<file path="src/sdp_map.svh">
// constants for the static digital i/o port
// Behaviour
// - eight lines, each separately input or output
// - one drive style for whole port
// - push-pull drive until software changes it
// - reset makes all lines high-impedance inputs
// - sample and update only on software request
`ifndef SDP_MAP_SVH
`define SDP_MAP_SVH
`define SDP_LINES      8
`define SDP_DIR_RST    8'h00
`define SDP_OUT_RST    8'h00
`define SDP_IN_RST     8'h00
`define SDP_ODRAIN_RST 1'h0
`define SDP_OE_RST     8'h00
`define SDP_VALID_RST  1'h0
`endif

</file>
<file path="src/sdp_pkg.sv">
// types for the static digital i/o port
`include "sdp_map.svh"
package sdp_pkg;
  typedef logic [`SDP_LINES-1:0] sdp_lines_type;
endpackage

</file>
<file path="src/sdp_static_dio_port.sv">
// static digital i/o port with per-line direction and port drive style
`timescale 1ns/10ps
`include "sdp_map.svh"
module sdp_static_dio_port (
  input  wire logic            i_core_clk,
  input  wire logic            i_rst,
  input  wire logic            i_dir_wr,
  input  wire sdp_pkg::sdp_lines_type i_dir,
  input  wire logic            i_mode_wr,
  input  wire logic            i_open_drain,
  input  wire logic            i_out_wr,
  input  wire sdp_pkg::sdp_lines_type i_out,
  input  wire logic            i_sample_req,
  input  wire sdp_pkg::sdp_lines_type i_port_lines,
  output logic                 o_open_drain,
  output sdp_pkg::sdp_lines_type o_dir,
  output sdp_pkg::sdp_lines_type o_in,
  output logic                 o_in_valid,
  output sdp_pkg::sdp_lines_type o_port_lines,
  output sdp_pkg::sdp_lines_type o_port_lines_oe
);
  import sdp_pkg::*;

  sdp_lines_type sync1;
  sdp_lines_type sync2;
  sdp_lines_type out_lvl;
  sdp_lines_type next_dir;
  sdp_lines_type next_out_lvl;
  sdp_lines_type next_in;
  sdp_lines_type next_pin;
  sdp_lines_type next_oe;
  logic          next_open_drain;
  logic          next_in_valid;

  // two-stage synchroniser on the pins
  always_ff @(posedge i_core_clk or posedge i_rst) begin
    if (i_rst) begin
      sync1 <= `SDP_IN_RST;
      sync2 <= `SDP_IN_RST;
    end else begin
      sync1 <= i_port_lines;
      sync2 <= sync1;
    end
  end

  // next configuration and captured inputs
  always_comb begin
    next_dir        = i_dir_wr ? i_dir : o_dir;
    next_open_drain = i_mode_wr ? i_open_drain : o_open_drain;
    next_out_lvl    = i_out_wr ? i_out : out_lvl;
    next_in         = i_sample_req ? sync2 : o_in;
    next_in_valid   = i_sample_req;
  end

  // per-line pin drive from direction, level and style
  genvar g;
  generate
    for (g = 0; g < `SDP_LINES; g++) begin : g_line
      always_comb begin
        if (next_open_drain) begin
          next_pin[g] = 1'b0;
          next_oe[g]  = next_dir[g] & ~next_out_lvl[g];
        end else begin
          next_pin[g] = next_out_lvl[g];
          next_oe[g]  = next_dir[g];
        end
      end
    end
  endgenerate

  // register state and pins
  always_ff @(posedge i_core_clk or posedge i_rst) begin
    if (i_rst) begin
      o_dir           <= `SDP_DIR_RST;
      o_open_drain    <= `SDP_ODRAIN_RST;
      out_lvl         <= `SDP_OUT_RST;
      o_in            <= `SDP_IN_RST;
      o_in_valid      <= `SDP_VALID_RST;
      o_port_lines    <= `SDP_OUT_RST;
      o_port_lines_oe <= `SDP_OE_RST;
    end else begin
      o_dir           <= next_dir;
      o_open_drain    <= next_open_drain;
      out_lvl         <= next_out_lvl;
      o_in            <= next_in;
      o_in_valid      <= next_in_valid;
      o_port_lines    <= next_pin;
      o_port_lines_oe <= next_oe;
    end
  end

  // drive only lines set as outputs
  a_oe_needs_dir: assert property (@(posedge i_core_clk) disable iff (i_rst)
    (o_port_lines_oe & ~o_dir) == 8'h00)
    else $error("output enable on an input line");
  // open drain never drives high
  a_od_no_high: assert property (@(posedge i_core_clk) disable iff (i_rst)
    o_open_drain |-> ((o_port_lines & o_port_lines_oe) == 8'h00))
    else $error("open-drain line driven high");
  // push-pull enables every output line
  a_pp_enables: assert property (@(posedge i_core_clk) disable iff (i_rst)
    !o_open_drain |-> (o_port_lines_oe == o_dir))
    else $error("push-pull enable mismatch");
  // mode write lands next cycle for whole port
  a_mode_write: assert property (@(posedge i_core_clk) disable iff (i_rst)
    i_mode_wr |=> (o_open_drain == $past(i_open_drain)))
    else $error("drive style not updated");
  // input held without request
  a_in_hold: assert property (@(posedge i_core_clk) disable iff (i_rst)
    !i_sample_req |=> $stable(o_in))
    else $error("input changed without request");
  // pin output enables follow only software writes
  a_pin_hold: assert property (@(posedge i_core_clk) disable iff (i_rst)
    (!i_out_wr && !i_dir_wr && !i_mode_wr) |=> $stable(o_port_lines_oe))
    else $error("pin drive changed without request");
  // reset leaves all lines released
  a_reset_hiz: assert property (@(posedge i_core_clk)
    i_rst |=> (o_port_lines_oe == 8'h00) || i_rst)
    else $error("line driven after reset");
  // sample takes synchronised pin value
  a_sample_val: assert property (@(posedge i_core_clk) disable iff (i_rst)
    i_sample_req |=> (o_in == $past(sync2)) && o_in_valid)
    else $error("sample value wrong");
endmodule

</file>
<file path="config.mk">
export PLATFORM = sky130hd
export DESIGN_NAME = sdp_static_dio_port
export DESIGN_NICKNAME = d
export VERILOG_FILES = /design/src/sdp_pkg.sv /design/src/sdp_static_dio_port.sv
export VERILOG_INCLUDE_DIRS = /design/src
export SDC_FILE = /design/constraint.sdc
export NUM_CORES = 1
export LEC_CHECK = 0
export BUFFER_PORTS_ARGS = -buffer_cell sky130_fd_sc_hd__clkbuf_2
export CAP_MARGIN = 20
export CORE_MARGIN = 1.5
export CORE_UTILIZATION = 52
export DETAILED_ROUTE_END_ITERATION = 6
export PLACE_DENSITY = 0.82
export SETUP_SLACK_MARGIN = 0.4
export SLEW_MARGIN = 20
export SYNTH_ARGS = -nofsm -noshare
export SYNTH_HDL_FRONTEND = slang
export SYNTH_SLANG_ARGS = --single-unit
</file>
<file path="constraint.sdc">
create_clock -name i_core_clk -period 2.3 [get_ports i_core_clk]
set_input_delay 0.115 -clock i_core_clk [delete_from_list [all_inputs] [get_ports i_core_clk]]
set_output_delay 0.115 -clock i_core_clk [all_outputs]
set_load 0.005 [all_outputs]
</file>
# == Yosys cells after proc, flatten, opt, wreduce, memory -nomap -nowiden ==
# Index checks and enable logic that the tools add are counted.
# word_totals
register_bits,58
latch_bits,0
ramBits,0
rom_bits,0
inputBits,31
output_inout_bits,34
wordCells,44
n_memories,0
# op_classes
n_addsub,0
n_mul,0
n_div,0
magnitude_cmp,0
eq_ne,0
shift,0
muxes,19
n_bitwise,16
reduce_logical,0
# op_table
operator,count
two-way mux 1 bit,17
two-way mux 8 bit,2
AND 1 bit,8
NOT 1 bit,8

# == Longest topological paths before layout ==
# Gate-level depths: netlist of run 1.
# depth
ltp_word,4
depth_mapped,3
mapped_depth_nobuf,2

# == Least setup slack after synthesis of run 1 ==
# Ideal clock, no wire load.
# synth_timing
kind,flip-flop to flip-flop
start,register o_open_drain
end,register o_port_lines_oe[0]
setup_ps,78
arrival_ps,933
required_ps,2222
path_slack_ps,1289
stages_incl_launch_ff,4
path_buffers,1
synth_period_minus_slack_ps,1011
path_cell_list,dfrtp_1 > mux2_4 > buf_6 > a21boi_1
# synth_via
elab_chain_cells,2
# synth_rtl
element,line_no,text
from (decl),sdp_static_dio_port.sv:15,"output logic o_open_drain,"
from (signal assigned),sdp_static_dio_port.sv:75,o_open_drain <= `SDP_ODRAIN_RST;
from (signal assigned),sdp_static_dio_port.sv:83,o_open_drain <= next_open_drain;
two-way mux 1 bit,sdp_static_dio_port.sv:49,next_open_drain = i_mode_wr ? i_open_drain : o_open_drain;
via next_open_drain,sdp_static_dio_port.sv:32,logic next_open_drain;
two-way mux 1 bit,sdp_static_dio_port.sv:60,if (next_open_drain) begin
via next_oe[0],sdp_static_dio_port.sv:31,sdp_lines_type next_oe;
to (signal assigned),sdp_static_dio_port.sv:80,o_port_lines_oe <= `SDP_OE_RST;
to (signal assigned),sdp_static_dio_port.sv:88,o_port_lines_oe <= next_oe;
to (decl),sdp_static_dio_port.sv:20,output sdp_pkg::sdp_lines_type o_port_lines_oe
# The timed path passes the listed nets, and every way through them passes these cells.
# A chain may end at the register's enable or synchronous reset.

# == Worst setup path in the final report of run 1 ==
# layout_timing
start,register o_open_drain
end,register o_port_lines_oe[2]
# layout_via
elab_chain_cells,2
# layout_rtl
element,line_no
two-way mux 1 bit,sdp_static_dio_port.sv:49
two-way mux 1 bit,sdp_static_dio_port.sv:60
via next_oe[2],sdp_static_dio_port.sv:31
# The timed path passes the listed nets, and every way through them passes these cells.

==> results summary, run 1 <==
The summed negative setup slack over all endpoints is 0 ns. The power density over the cells came out at roughly 900 nW/um2. The core area came out at roughly 3400 um2. The total number of yosys warnings came out at 0. The compound-cell area share of the yosys netlist came to 0.0314. The sum of routed wire length over all layers is between 3000 and 4000 um. The number of max-capacitance violations reported came out at 0. The path class of the tightest hold or removal check is in -> reg. The count of state elements after synthesis came out at 58. The run finished with clean final reports. The largest fanout of any net on the critical path came out at 17. The worst clock skew came out at 0.00373 ns. In this design, the stage delay of the slowest critical-path cell is 0.37 ns.

Pin placement for this block handled 65 I/O pins. The number of clock sinks seen by CTS is between 50 and 60. The leakage power is roughly 1.3 nW. The floorplan step set the die height to between 60 and 70 um. The global-route wire length before repair came out at 5380 um.

The residual DRC count is 0. The combinational share of power is 0.102. Of the total synthesized cell area, the portion taken by full adders, half adders and majority gates is 0.

The worst vdd rail ir drop came out at 812 uV. The first TritonRoute pass finished after 4 iterations. The remaining number of nets flagged by the antenna check after routing is 0. The critical path goes through mux2_4 > a21boi_1. Prior to clock tree synthesis, the placed netlist has a worst setup slack of roughly 1.3 ns. The average wire per standard cell came out at 13.8 um.

The clock-pin slew on the worst setup and hold paths is 0.06 ns. The final weighted congestion in routability-driven placement is around 0.68. The die width is 63.7 um. The worst setup path is captured at a register. The detailed-placement wirelength estimate came out at roughly 2200 um. For the worst setup path, the data required time is ~2.5 ns. The final layout contains 216 nets.

The area added between synthesis and finish is 33.4%. The fraction of power consumed by the clock network is 0.408. On the critical path, the stage with the largest delay is an instance of sky130_fd_sc_hd__dfrtp_1. Cell internal power was estimated by the tool at roughly 1.8 mW. The share of the Yosys chip area taken by registers is 0.758. After detailed routing, the number of vias per cell comes to between 4 and 5.

Of the available clock period, the critical path in the final layout requires 0.432. The reported net switching power came out at a little under 0.5 mW. The clock latency of the later-clocked register in the worst-skew pair is about 0.32 ns. The final number of setup-violating endpoints is 0. Of the cells placed in the final design, the portion with a size suffix greater than 1 is 0.545. The switching share of power is 0.208. The maximum number of pins on one net before global-route repair came out at around 60. The post-synthesis area per instance came out at approximately 18 um2. The total of fill cells in the finished design came out at about 240. Row generation in the floorplan step produced 21 rows. The hold violation count in the final report came out at 0. Setup repair after global routing left no endpoint under its margin. Summing internal, switching and leakage power gives roughly 2.3 mW. The max-slew violation count came out at 0. The final route contains 1094 vias. The aggregate global-route resource usage came out at 0.185.

The tree is rooted in a sky130_fd_sc_hd__clkbuf_8. The post-synth net total is around 140. The category of the critical setup timing path is reg -> reg. The initial utilization of the core area, before any placement, comes to 0.557. The post-layout worst setup margin came out at between 1 and 1.5 ns. The mux cell area share after synthesis is 0.165. The share of the synthesized netlist area taken by xor and xnor gates is 0. The timing-limited maximum frequency is roughly 1000 MHz.

The mapped cell area is around 1900 um2. The total of buffers placed on input and output ports is 64. By area, the combinational part of the netlist is dominated by multiplexers. In this run, CTS created clock tree buffers numbering 9. The total number of H-tree levels came out at 3. The post-synthesis simple-gate area fraction is 0.0261. Synthesis produced 104 cells. The buffer levels on the longest clock path came out at 2.

The data arrival time at the worst-slack endpoint is 1.24 ns. The die covers between 4000 and 5000 um2. The sequential share of power came out at 0.490. STA classifies the critical path startpoint as a register.

The number of global-route vias before repair came out at about 1.1k. The total congestion overflow after global routing came out at 0. The minimum clock period came out at around 0.99 ns.

The slew of the pin with the lowest slew margin is ~0.67 ns. The post-cts resize count came out at 0. The number of antenna violations at the first check in global routing came to 0.

TritonCTS built the clock tree. The first-iteration detailed-routing DRC count is 31. The worst pin sits at a relative slew slack of 0.553. The antenna diode count is 0.

The count of different cell masters after synthesis came out at 9.
## state kept, by name, summed over array words and instances, names as in the netlist
signal,count
o_port_lines,8
sync2,8
out_lvl,8
o_in_valid,1
sync1,8
o_port_lines_oe,8
o_in,8
o_dir,8
o_open_drain,1
## power by group through the flow
stage | combinational, mW | clock, mW | sequential, mW
after floorplan | 0.117 | 0 | 1.16
after global placement | 0.220 | 0 | 1.16
after detailed placement | 0.230 | 0 | 1.16
after CTS | 0.243 | 0.974 | 1.15
after global routing | 0.262 | 1.03 | 1.15
final | 0.238 | 0.953 | 1.14
## kinds of logic after synthesis
logic type             Yosys count
flip-flops                      58
buffers and inverters            5
AND/OR/NAND/NOR                  8
AO/OA/AOI/OAI                    8
multiplexers                    25
## routing by layer
metal,share of wire,wire [um],GRT usage,up-vias
met1,0.40,1320,0.228,539
met4,0.025,80,0.114,0
met3,0.063,204,0.0643,8
met5,0,0,0,-
met2,0.51,1650,0.279,42
li1,-,-,-,505
## synthesized netlist by cell type
cell / count / area [um2]
sky130_fd_sc_hd__mux2_4: 9 / 135
sky130_fd_sc_hd__inv_1: 1 / 3.75
sky130_fd_sc_hd__dfrtp_1: 58 / 1450
sky130_fd_sc_hd__buf_2: 1 / 5.00
sky130_fd_sc_hd__nor2b_1: 8 / 50.1
sky130_fd_sc_hd__buf_6: 2 / 22.5
sky130_fd_sc_hd__buf_4: 1 / 7.51
sky130_fd_sc_hd__a21boi_1: 8 / 60.1
sky130_fd_sc_hd__mux2_2: 16 / 180
## cell usage in the layout (no fill, tap or decap)
cell                            netlist  routed
sky130_fd_sc_hd__nor2b_1              8       8
sky130_fd_sc_hd__mux2_2              16      16
sky130_fd_sc_hd__clkbuf_1             0       3
sky130_fd_sc_hd__dlygate4sd3_1        0       9
sky130_fd_sc_hd__buf_4                1       1
sky130_fd_sc_hd__clkbuf_8             0       9
sky130_fd_sc_hd__bufinv_16            0       2
sky130_fd_sc_hd__mux2_4               9       9
sky130_fd_sc_hd__clkbuf_2             0      64
sky130_fd_sc_hd__dfrtp_1             58      58
sky130_fd_sc_hd__clkinv_2             0       1
sky130_fd_sc_hd__inv_2                0       1
sky130_fd_sc_hd__a21boi_1             8       8
## critical path: cells and delay by family (launching register included)
family / cells / cell delay (ns)
muxes: 1 / 0.37
AOI/OAI and AO/OA: 1 / 0.18
DFF: 1 / 0.37
## timing repair
item,4_1_cts,5_1_grt
hold buffers,9,0
endpoints found under the hold margin,66,0
buffers inserted,0,0
## per-stage QoR
step                std cells  hold slack, ns  area [um2]  utilization
finish                    235          0.0384        2560        0.743
global route              235          0.0372        2560        0.743
CTS                       235          0.0263        2560        0.743
detailed placement        211           0.225        2270        0.658
global placement          211           0.223        2270        0.658
floorplan                 104           0.146        1920            -
## cell type report
type | instances | area (um2) | area share
Clock buffer | 12 | 135 | 0.0529
Clock inverter | 3 | 65.1 | 0.0255
Inverter | 1 | 3.75 | 0.00147
Multi-Input combinational cell | 41 | 425 | 0.166
Sequential cell | 58 | 1450 | 0.568
Tap cell | 46 | 57.6 | 0.0225
Timing Repair Buffer | 74 | 418 | 0.163
## path summary, 6_finish.rpt
path / from / to / slack (ns) / cells past startpoint
max in group asynchronous: i_rst / sync2[2]$_DFF_PP0_ / 1.34 / 4
min: i_dir[5] / o_dir[5]$_DFF_PP0_ / 0.04 / 2
min reg2reg: sync1[6]$_DFF_PP0_ / sync2[6]$_DFF_PP0_ / 0.34 / 0
max reg2reg: o_open_drain$_DFF_PP0_ / o_port_lines_oe[2]$_DFF_PP0_ / 1.31 / 2
min in group asynchronous: i_rst / o_in_valid$_DFF_PP0_ / 0.51 / 4
max: o_open_drain$_DFF_PP0_ / o_port_lines_oe[2]$_DFF_PP0_ / 1.31 / 2
No activity file was read; power rests on OpenSTA's default activity.
==> inputs of run 2 (changes only) <==
--- a/config.mk
+++ b/config.mk
@@ -9,9 +9,9 @@
 export BUFFER_PORTS_ARGS = -buffer_cell sky130_fd_sc_hd__clkbuf_2
 export CAP_MARGIN = 20
 export CORE_MARGIN = 1.5
-export CORE_UTILIZATION = 52
+export CORE_UTILIZATION = 44
 export DETAILED_ROUTE_END_ITERATION = 6
-export PLACE_DENSITY = 0.82
+export PLACE_DENSITY = 0.74
 export SETUP_SLACK_MARGIN = 0.4
 export SLEW_MARGIN = 20
 export SYNTH_ARGS = -nofsm -noshare
==> constraint.sdc (replaced) <==
create_clock -name i_core_clk -period 0.9 [get_ports i_core_clk]
set_input_delay 0.045 -clock i_core_clk [delete_from_list [all_inputs] [get_ports i_core_clk]]
set_output_delay 0.045 -clock i_core_clk [all_outputs]
set_load 0.005 [all_outputs]
==> run 2 against run 1 <==
The run now ends with hold timing, setup timing left. Core utilization shrank 8.1 points. Clock-buffer cell count up 2. Register-to-register slack got worse by 1.4 ns. Hold slack worse by 0.27 ns. Die area increased by 17%. First-iteration DRC count grew 32%. Power is 150% higher. Combinational power rose to 3.1 times the previous value. Critical path type unchanged. Cell count is 3.4% higher. Critical path depth is the same. Worst setup slack got worse by 1.4 ns. Via count is 4.9% higher.
==> results summary, run 2 (synthesis results as in run 1) <==
The via density per instance came out at between 4 and 5. Setup repair after global routing could not meet its margin everywhere. The buffer levels on the longest clock path is 2. The summed negative setup slack over all endpoints came out at -0.673 ns.

The sum of routed wire length over all layers is 3750 um. The overall die area came out at between 4000 and 5000 um2. Compared with the post-synthesis result, the final layout area differs by 41.1%. The number of cells in the finished layout apart from fillers is around 240.

The flow ran to the end, but the final reports show violations. The minimum clock period is ~0.96 ns. The maximum cell stage delay along the critical path came out at approximately 0.4 ns. The final standard cell utilization of the core is 0.662. The detailed-placement wirelength estimate is roughly 2300 um. The global-route wire length before repair came out at 5810 um.

The tightest hold margin came out at -0.227 ns. The number of max-capacitance violations reported came out at 0. The die width is 69.0 um. The antenna diode count came out at 0.

After detailed routing, the average wire length per cell comes to about 15 um. The post-layout worst setup margin came out at -0.0557 ns. The number of nets in the final layout is around 220.

The number of buffers inserted by hold repair at cts is 8. TritonCTS built the clock tree. The first-iteration detailed-routing DRC count is slightly above 40.

Across every metal layer, demand over resource in global routing totals 0.180. Entering global routing, the biggest net connects just under 60 pins. The number of iterations in the first detailed-routing pass came out at 2.

The congestion estimate from routability-driven global placement came to just under 0.7. The final number of setup-violating endpoints is 17. The required time reported for the critical path endpoint came out at approximately 1.2 ns.

The number of global-route vias before repair is around 1.3k. Together, buffers and inverters on the worst path number 0. The total congestion overflow after global routing came out at 0.

The slew of the pin with the lowest slew margin came out at around 0.34 ns. The remaining number of nets flagged by the antenna check after routing is 0. The total of buffers placed on input and output ports came out at 64. The analysis attributes to cell leakage a power of 1.39 nW. The number of placed instances, taps included, is approximately 220.

After clock tree synthesis, the clock-pin slew on the worst setup and hold paths is 0.06 ns. The core area is 4090 um2. For this design, the sink count on the clock tree is 58. The worst vdd rail ir drop came out at around 1200 uV. The final critical-path share of the clock period is 1.06. The share of final-layout standard cells stronger than drive strength 1 is 0.611. The cell with the largest stage delay on the worst path is sky130_fd_sc_hd__dfrtp_1. STA classifies the critical path startpoint as a register. During I/O placement, the number of pins put on the boundary was 65. The worst setup path is of the reg -> reg kind. The headroom to the max-slew limit is 0.776.

The hold violation count in the final report came out at 74. The worst clock skew came out at 0.00369 ns. For this configuration, the core starts out at a cell density of 0.469. The max-slew violation count is 0.

The timing-limited maximum frequency is ~1000 MHz. The floorplan has 23 rows. The clock latency of the later-clocked register in the worst-skew pair is 0.33 ns. Summing over every cut layer, the via total after detailed routing is 1148.

The total number of H-tree levels is 3. Traced cell by cell, the critical path runs through mux2_4 > a21boi_2. Leaving out fill and tap cells, the most frequent cell in the layout is sky130_fd_sc_hd__dfrtp_1. In this run the clock root is driven by a sky130_fd_sc_hd__clkbuf_8.

The number of antenna violations at the first check in global routing came out at 0. The final reports fail on hold timing, setup timing. The number of buffers created by CTS is 9.

For this run, design rule violations remaining after detail routing come to 0. Dividing total power by cell area gives a power density of 2150 nW/um2. The die boundary height came out at 69.0 um. In this run the worst hold path is classified as in -> async.

STA classifies the critical path endpoint as a register. The data arrival time at the worst-slack endpoint is ~1.2 ns. On the critical path the largest part of the delay comes from flip-flops. Along the worst path, the maximum fanout reaches 4. In the layout the commonest cells are sky130_fd_sc_hd__dfrtp_1, sky130_fd_sc_hd__clkbuf_2, sky130_fd_sc_hd__mux2_4, sky130_fd_sc_hd__clkbuf_8, sky130_fd_sc_hd__buf_2.
[run 2: cell count changes in the layout (fill, tap and decap cells not counted), sizes merged]
cell,change
bufinv,-2
inv,-1
clkinvlp,+1
dlygate4sd3,-1
mux2,+2
clkinv,+1
clkbuf,-10
buf,+14
[run 2: final cells by class]
cell class | count | area [um2]
clock buffers | 14 | 173
clock inverters | 2 | 10.0
fillers | 306 | 1380
inverters | 1 | 7.51
multi-input cells | 43 | 548
flip-flops and latches | 58 | 1450
well taps | 50 | 62.6
repair buffers | 75 | 452
[run 2: final timing paths]
| path | startpoint | cells after the start | slack, ns | end |
|---|---|---|---|---|
| max | o_open_drain$_DFF_PP0_ | 2 | -0.06 | o_port_lines_oe[6]$_DFF_PP0_ |
| min | i_rst | 3 | -0.23 | sync2[6]$_DFF_PP0_ |
| max reg2reg | o_open_drain$_DFF_PP0_ | 2 | -0.06 | o_port_lines_oe[6]$_DFF_PP0_ |
| min reg2reg | sync1[7]$_DFF_PP0_ | 0 | 0.34 | sync2[7]$_DFF_PP0_ |
| max in group asynchronous | i_rst | 3 | 0.88 | sync1[3]$_DFF_PP0_ |
| min in group i_core_clk | i_dir[5] | 2 | -0.04 | o_dir[5]$_DFF_PP0_ |
[run 2: repair_timing]
action,in CTS,in global routing
endpoints found under the setup margin,75,75
endpoints found under the hold margin,82,74
gates cloned,2,0
gates resized for setup,19,21
setup buffers,0,1
[run 2: stage by stage]
step | worst slack [ns] | total power [mW] | instance area [um2]
after global placement | -0.0343 | 3.55 | 2310
final | -0.0557 | 5.81 | 2700
after CTS | -0.0618 | 5.90 | 2660
after detailed placement | -0.0879 | 3.58 | 2310
after floorplan | -0.0929 | 3.27 | 1920
after global routing | -0.100 | 6.13 | 2700
[run 2: worst reg2reg max path: cells and delay by family (launching register included)]
| kind | cells | cell delay [ns] |
|---|---|---|
| AOI/OAI and AO/OA | 1 | 0.14 |
| DFF | 1 | 0.41 |
| muxes | 1 | 0.33 |
[run 2: per-layer routing]
metal / part of all wire / GRT usage / vias to the layer above
met5: 0 / 0 / -
met4: 0.015 / 0.0809 / 0
met3: 0.074 / 0.0909 / 9
met2: 0.48 / 0.278 / 52
met1: 0.43 / 0.211 / 572
li1: - / - / 515
[run 2: power by group]
part	internal [mW]	total [mW]	switching [mW]	leakage [nW]
clock network	1.22	2.14	0.920	0.0965
logic	0.436	0.749	0.313	0.598
registers	2.84	2.93	0.0893	0.692
total	4.49	5.81	1.32	1.39
==> inputs of run 3 (changes only) <==
--- a/config.mk
+++ b/config.mk
@@ -6,6 +6,7 @@
 export SDC_FILE = /design/constraint.sdc
 export NUM_CORES = 1
 export LEC_CHECK = 0
+export ABC_AREA = 1
 export BUFFER_PORTS_ARGS = -buffer_cell sky130_fd_sc_hd__clkbuf_2
 export CAP_MARGIN = 20
 export CORE_MARGIN = 1.5
==> run 3 against run 2 <==
The run ends with hold timing left. Sequential share of layout area decreased by 2.6 points. Area after synthesis rose by 0.52%. Global-route usage is 0.096 points lower. Via count is 23% higher. First-iteration DRC count increased by 29%. Hold slack gained 0.018 ns. Combinational power up 4.0%. Register-to-register slack improved by 0.11 ns. Synthesized cell count up 58%. Clock skew is essentially flat. Core utilization up 2.9 points. Largest power group unchanged. Highest routed layer unchanged.
==> results summary, run 3 <==
The timing-limited maximum frequency is between 1000 and 1500 MHz. The cell with the largest stage delay on the worst path is sky130_fd_sc_hd__dfrtp_1. The via density per instance is ~4.5. The area added between synthesis and finish came out at 47.5%.

The average wire per standard cell came out at between 10 and 15 um. The path class of the tightest hold or removal check is in -> async. TritonCTS built the clock tree. Setup repair after global routing could not meet its margin everywhere. The max-slew violation count came to 0. The library cells used most frequently in the layout, excluding fill and tap cells, are sky130_fd_sc_hd__clkbuf_2, sky130_fd_sc_hd__dfrtp_1, sky130_fd_sc_hd__nand2_1, sky130_fd_sc_hd__inv_1, sky130_fd_sc_hd__nand2_2.

The final reports fail on hold timing. The number of global-route vias before repair came out at ~1.4k. The number of iterations in the first detailed-routing pass came out at 4.

The global-route wire length before repair came out at about 6500 um. The core region is around 4100 um2. The initial standard-cell utilization of the core came out at 0.468. The die is between 60 and 70 um tall. After synthesis, the most frequently instantiated cells are sky130_fd_sc_hd__dfrtp_1, sky130_fd_sc_hd__nand2_1, sky130_fd_sc_hd__inv_1. The number of stages on the worst setup path came out at 1. The net count of the finished layout is 288. The share of synthesized area occupied by flip-flops and latches came out at 0.754. The clock latency of the later-clocked register in the worst-skew pair came out at between 0.3 and 0.4 ns.

The remaining number of nets flagged by the antenna check after routing came out at 0. The clock passes through at most 2 buffers. The first-iteration detailed-routing DRC count came out at between 50 and 60. The routed via count came out at around 1.4k. In the synthesized netlist the dominant register cell turns out to be sky130_fd_sc_hd__dfrtp_1. After synthesis, the netlist uses 12 different library cells.

The post-synth net total came out at roughly 200. The flow ran to the end, but the final reports show violations. The total number of H-tree levels is 3. Among cell families on the critical path, the largest total delay comes from flip-flops.

The clock arrives with between 0.003 and 0.004 ns of skew. Once detailed placement completed, the half-perimeter wirelength came to ~2400 um. The number of flops mapped to enable cells by yosys is 0.

Max-cap violations in this run came to 0. Once placement finished, the instance area stood at 2290 um2. The tree is rooted in a sky130_fd_sc_hd__clkbuf_8.

Measured against its own limit, the worst slew margin works out to 0.709. The number of antenna violations at the first check in global routing came to 0. The critical path goes through clkbuf_2. The total of buffers placed on input and output ports came out at 64.

The finished layout holds approximately 310 standard cells, fillers aside. The top-level I/O count is 65. The data arrival time at the worst-slack endpoint is between 0.8 and 0.9 ns. Setup violations remaining at the end of the flow were counted as 0. The number of buffers inserted by hold repair at cts is 8. The largest total area in the synthesized netlist belongs to sky130_fd_sc_hd__dfrtp_1. The most instantiated library cell after synthesis is sky130_fd_sc_hd__dfrtp_1. Buffers inserted during clock tree synthesis total 9. In this run the static leakage power is about 1.5 nW. The antenna diode count came out at 0. The clock-pin slew on the worst setup and hold paths is ~0.060 ns.

The post-synthesis area per instance came out at around 12 um2. After technology mapping, the gate count stands at ~160. The Yosys step of the flow raised 0 warnings.

In the synthesized netlist the async set-or-reset flop fraction comes to 1.00. The number of clock sinks seen by CTS came out at slightly below 60. The minimum clock period came out at 0.876 ns. The required time reported for the critical path endpoint is 0.85 ns. The total of fill cells in the finished design came out at between 300 and 400. The aggregate global-route resource usage came out at 0.179. The startpoint type of the worst setup path is a register.

The slew of the pin with the lowest slew margin is about 0.44 ns. The logic depth of the worst register-to-register path is 3. The residual DRC count came out at 0. The tightest hold margin is -0.209 ns.

The critical path buffer and inverter count came out at 1. The sum of routed wire length over all layers came out at ~4000 um. The overall die area is around 4800 um2. VDD sags by at most 971 uV. The final weighted congestion in routability-driven placement is roughly 0.7. The area share of the largest cell type after synthesis came out at 0.754. In the final layout, the share of cells above drive strength 1 is 0.552. The power density over the cells is 2010 nW/um2. The final non-filler cell area is 2840 um2.

The startpoint identified for the worst register-to-register timing path is o_open_drain$_DFF_PP0_. Ranked by total cell area, the synthesized netlist is headed by sky130_fd_sc_hd__dfrtp_1, sky130_fd_sc_hd__nand2_1, sky130_fd_sc_hd__inv_1. The capturing point of the worst reg2reg path is o_port_lines[3]$_DFF_PP0_. Summed over all layers, the global routing overflow is 0.

The count of state elements after synthesis came out at 58. The hold violation count in the final report came out at 58. The mapped cell area is 1930 um2.

The die width came out at slightly below 70 um. The number of placed instances, taps included, is about 280. In this run the worst path has a maximum fanout of 2. The worst setup path is of the reg -> out kind. Entering global routing, the biggest net connects slightly below 60 pins.

The minimum setup slack among reg-to-reg paths came out at around 0.050 ns. On the worst path, the slowest cell contributes a delay of around 0.40 ns. The placement row count is 23.

STA classifies the critical path endpoint as a primary output. Leaving out fill and tap cells, the most frequent cell in the layout is sky130_fd_sc_hd__clkbuf_2. Dividing the final minimum period by the clock period gives 0.973.
==> run 3: cell types whose count changed after synthesis, sizes merged <==
| cell | change |
|---|---|
| inv | +26 |
| a21boi | -8 |
| nor2b | -8 |
| a21oi | +16 |
| nand2 | +43 |
| mux2 | -25 |
| o21ai | +16 |
==> run 3: where the power goes <==
group          internal, mW  switching (mW)
combinational         0.365           0.415
sequential             2.82          0.0918
clock                  1.12           0.898
total                  4.30            1.40
==> run 3: worst max-delay path by stage <==
stage                                         endpoint  slack (ns)                   start
after floorplan              o_port_lines[0]$_DFF_PP0_        0.05  o_open_drain$_DFF_PP0_
after global placement    o_port_lines_oe[2]$_DFF_PP0_      -0.004  o_open_drain$_DFF_PP0_
after detailed placement     o_port_lines[3]$_DFF_PP0_       -0.08  o_open_drain$_DFF_PP0_
after CTS                                     o_dir[5]        0.02      o_dir[5]$_DFF_PP0_
after global routing                          o_dir[2]       -0.02      o_dir[2]$_DFF_PP0_
final                                     o_open_drain        0.02  o_open_drain$_DFF_PP0_
==> run 3: layout make-up <==
class | count | area (um2) | share of cell area
multi-input combinational | 77 | 519 | 0.183
clock buffer | 12 | 155 | 0.0546
tap | 50 | 62.6 | 0.0220
sequential | 58 | 1450 | 0.511
inverter | 27 | 108 | 0.0379
clock inverter | 3 | 15.0 | 0.00529
timing repair buffer | 84 | 529 | 0.186
==> run 3: stage by stage <==
stage / setup slack [ns] / total power [mW] / utilization / TNS [ns]
finish: 0.0239 / 5.71 / 0.690 / 0
detailed placement: -0.0800 / 3.49 / 0.557 / -0.349
global placement: -0.00402 / 3.46 / 0.557 / -0.0106
global route: -0.0236 / 6.02 / 0.690 / -0.112
floorplan: 0.0502 / 3.20 / - / 0
CTS: 0.0228 / 5.63 / 0.648 / 0
==> run 3: kinds of logic after synthesis <==
family | synth area share
flops | 0.754
buf+inv | 0.0741
compound gates | 0.0871
simple gates | 0.0851
==> run 3: what timing repair did <==
item	in CTS	in global routing
setup buffers	4	7
endpoints found under the setup margin	75	75
hold endpoints to repair	75	60
resized for setup	28	37
pin swaps	5	2
gates cloned	2	0
==> run 3: per-layer routing <==
metal / track usage / wire [um]
met4: 0.100 / 105
met2: 0.259 / 1920
met3: 0.0497 / 152
met5: 0 / 0
met1: 0.245 / 1730
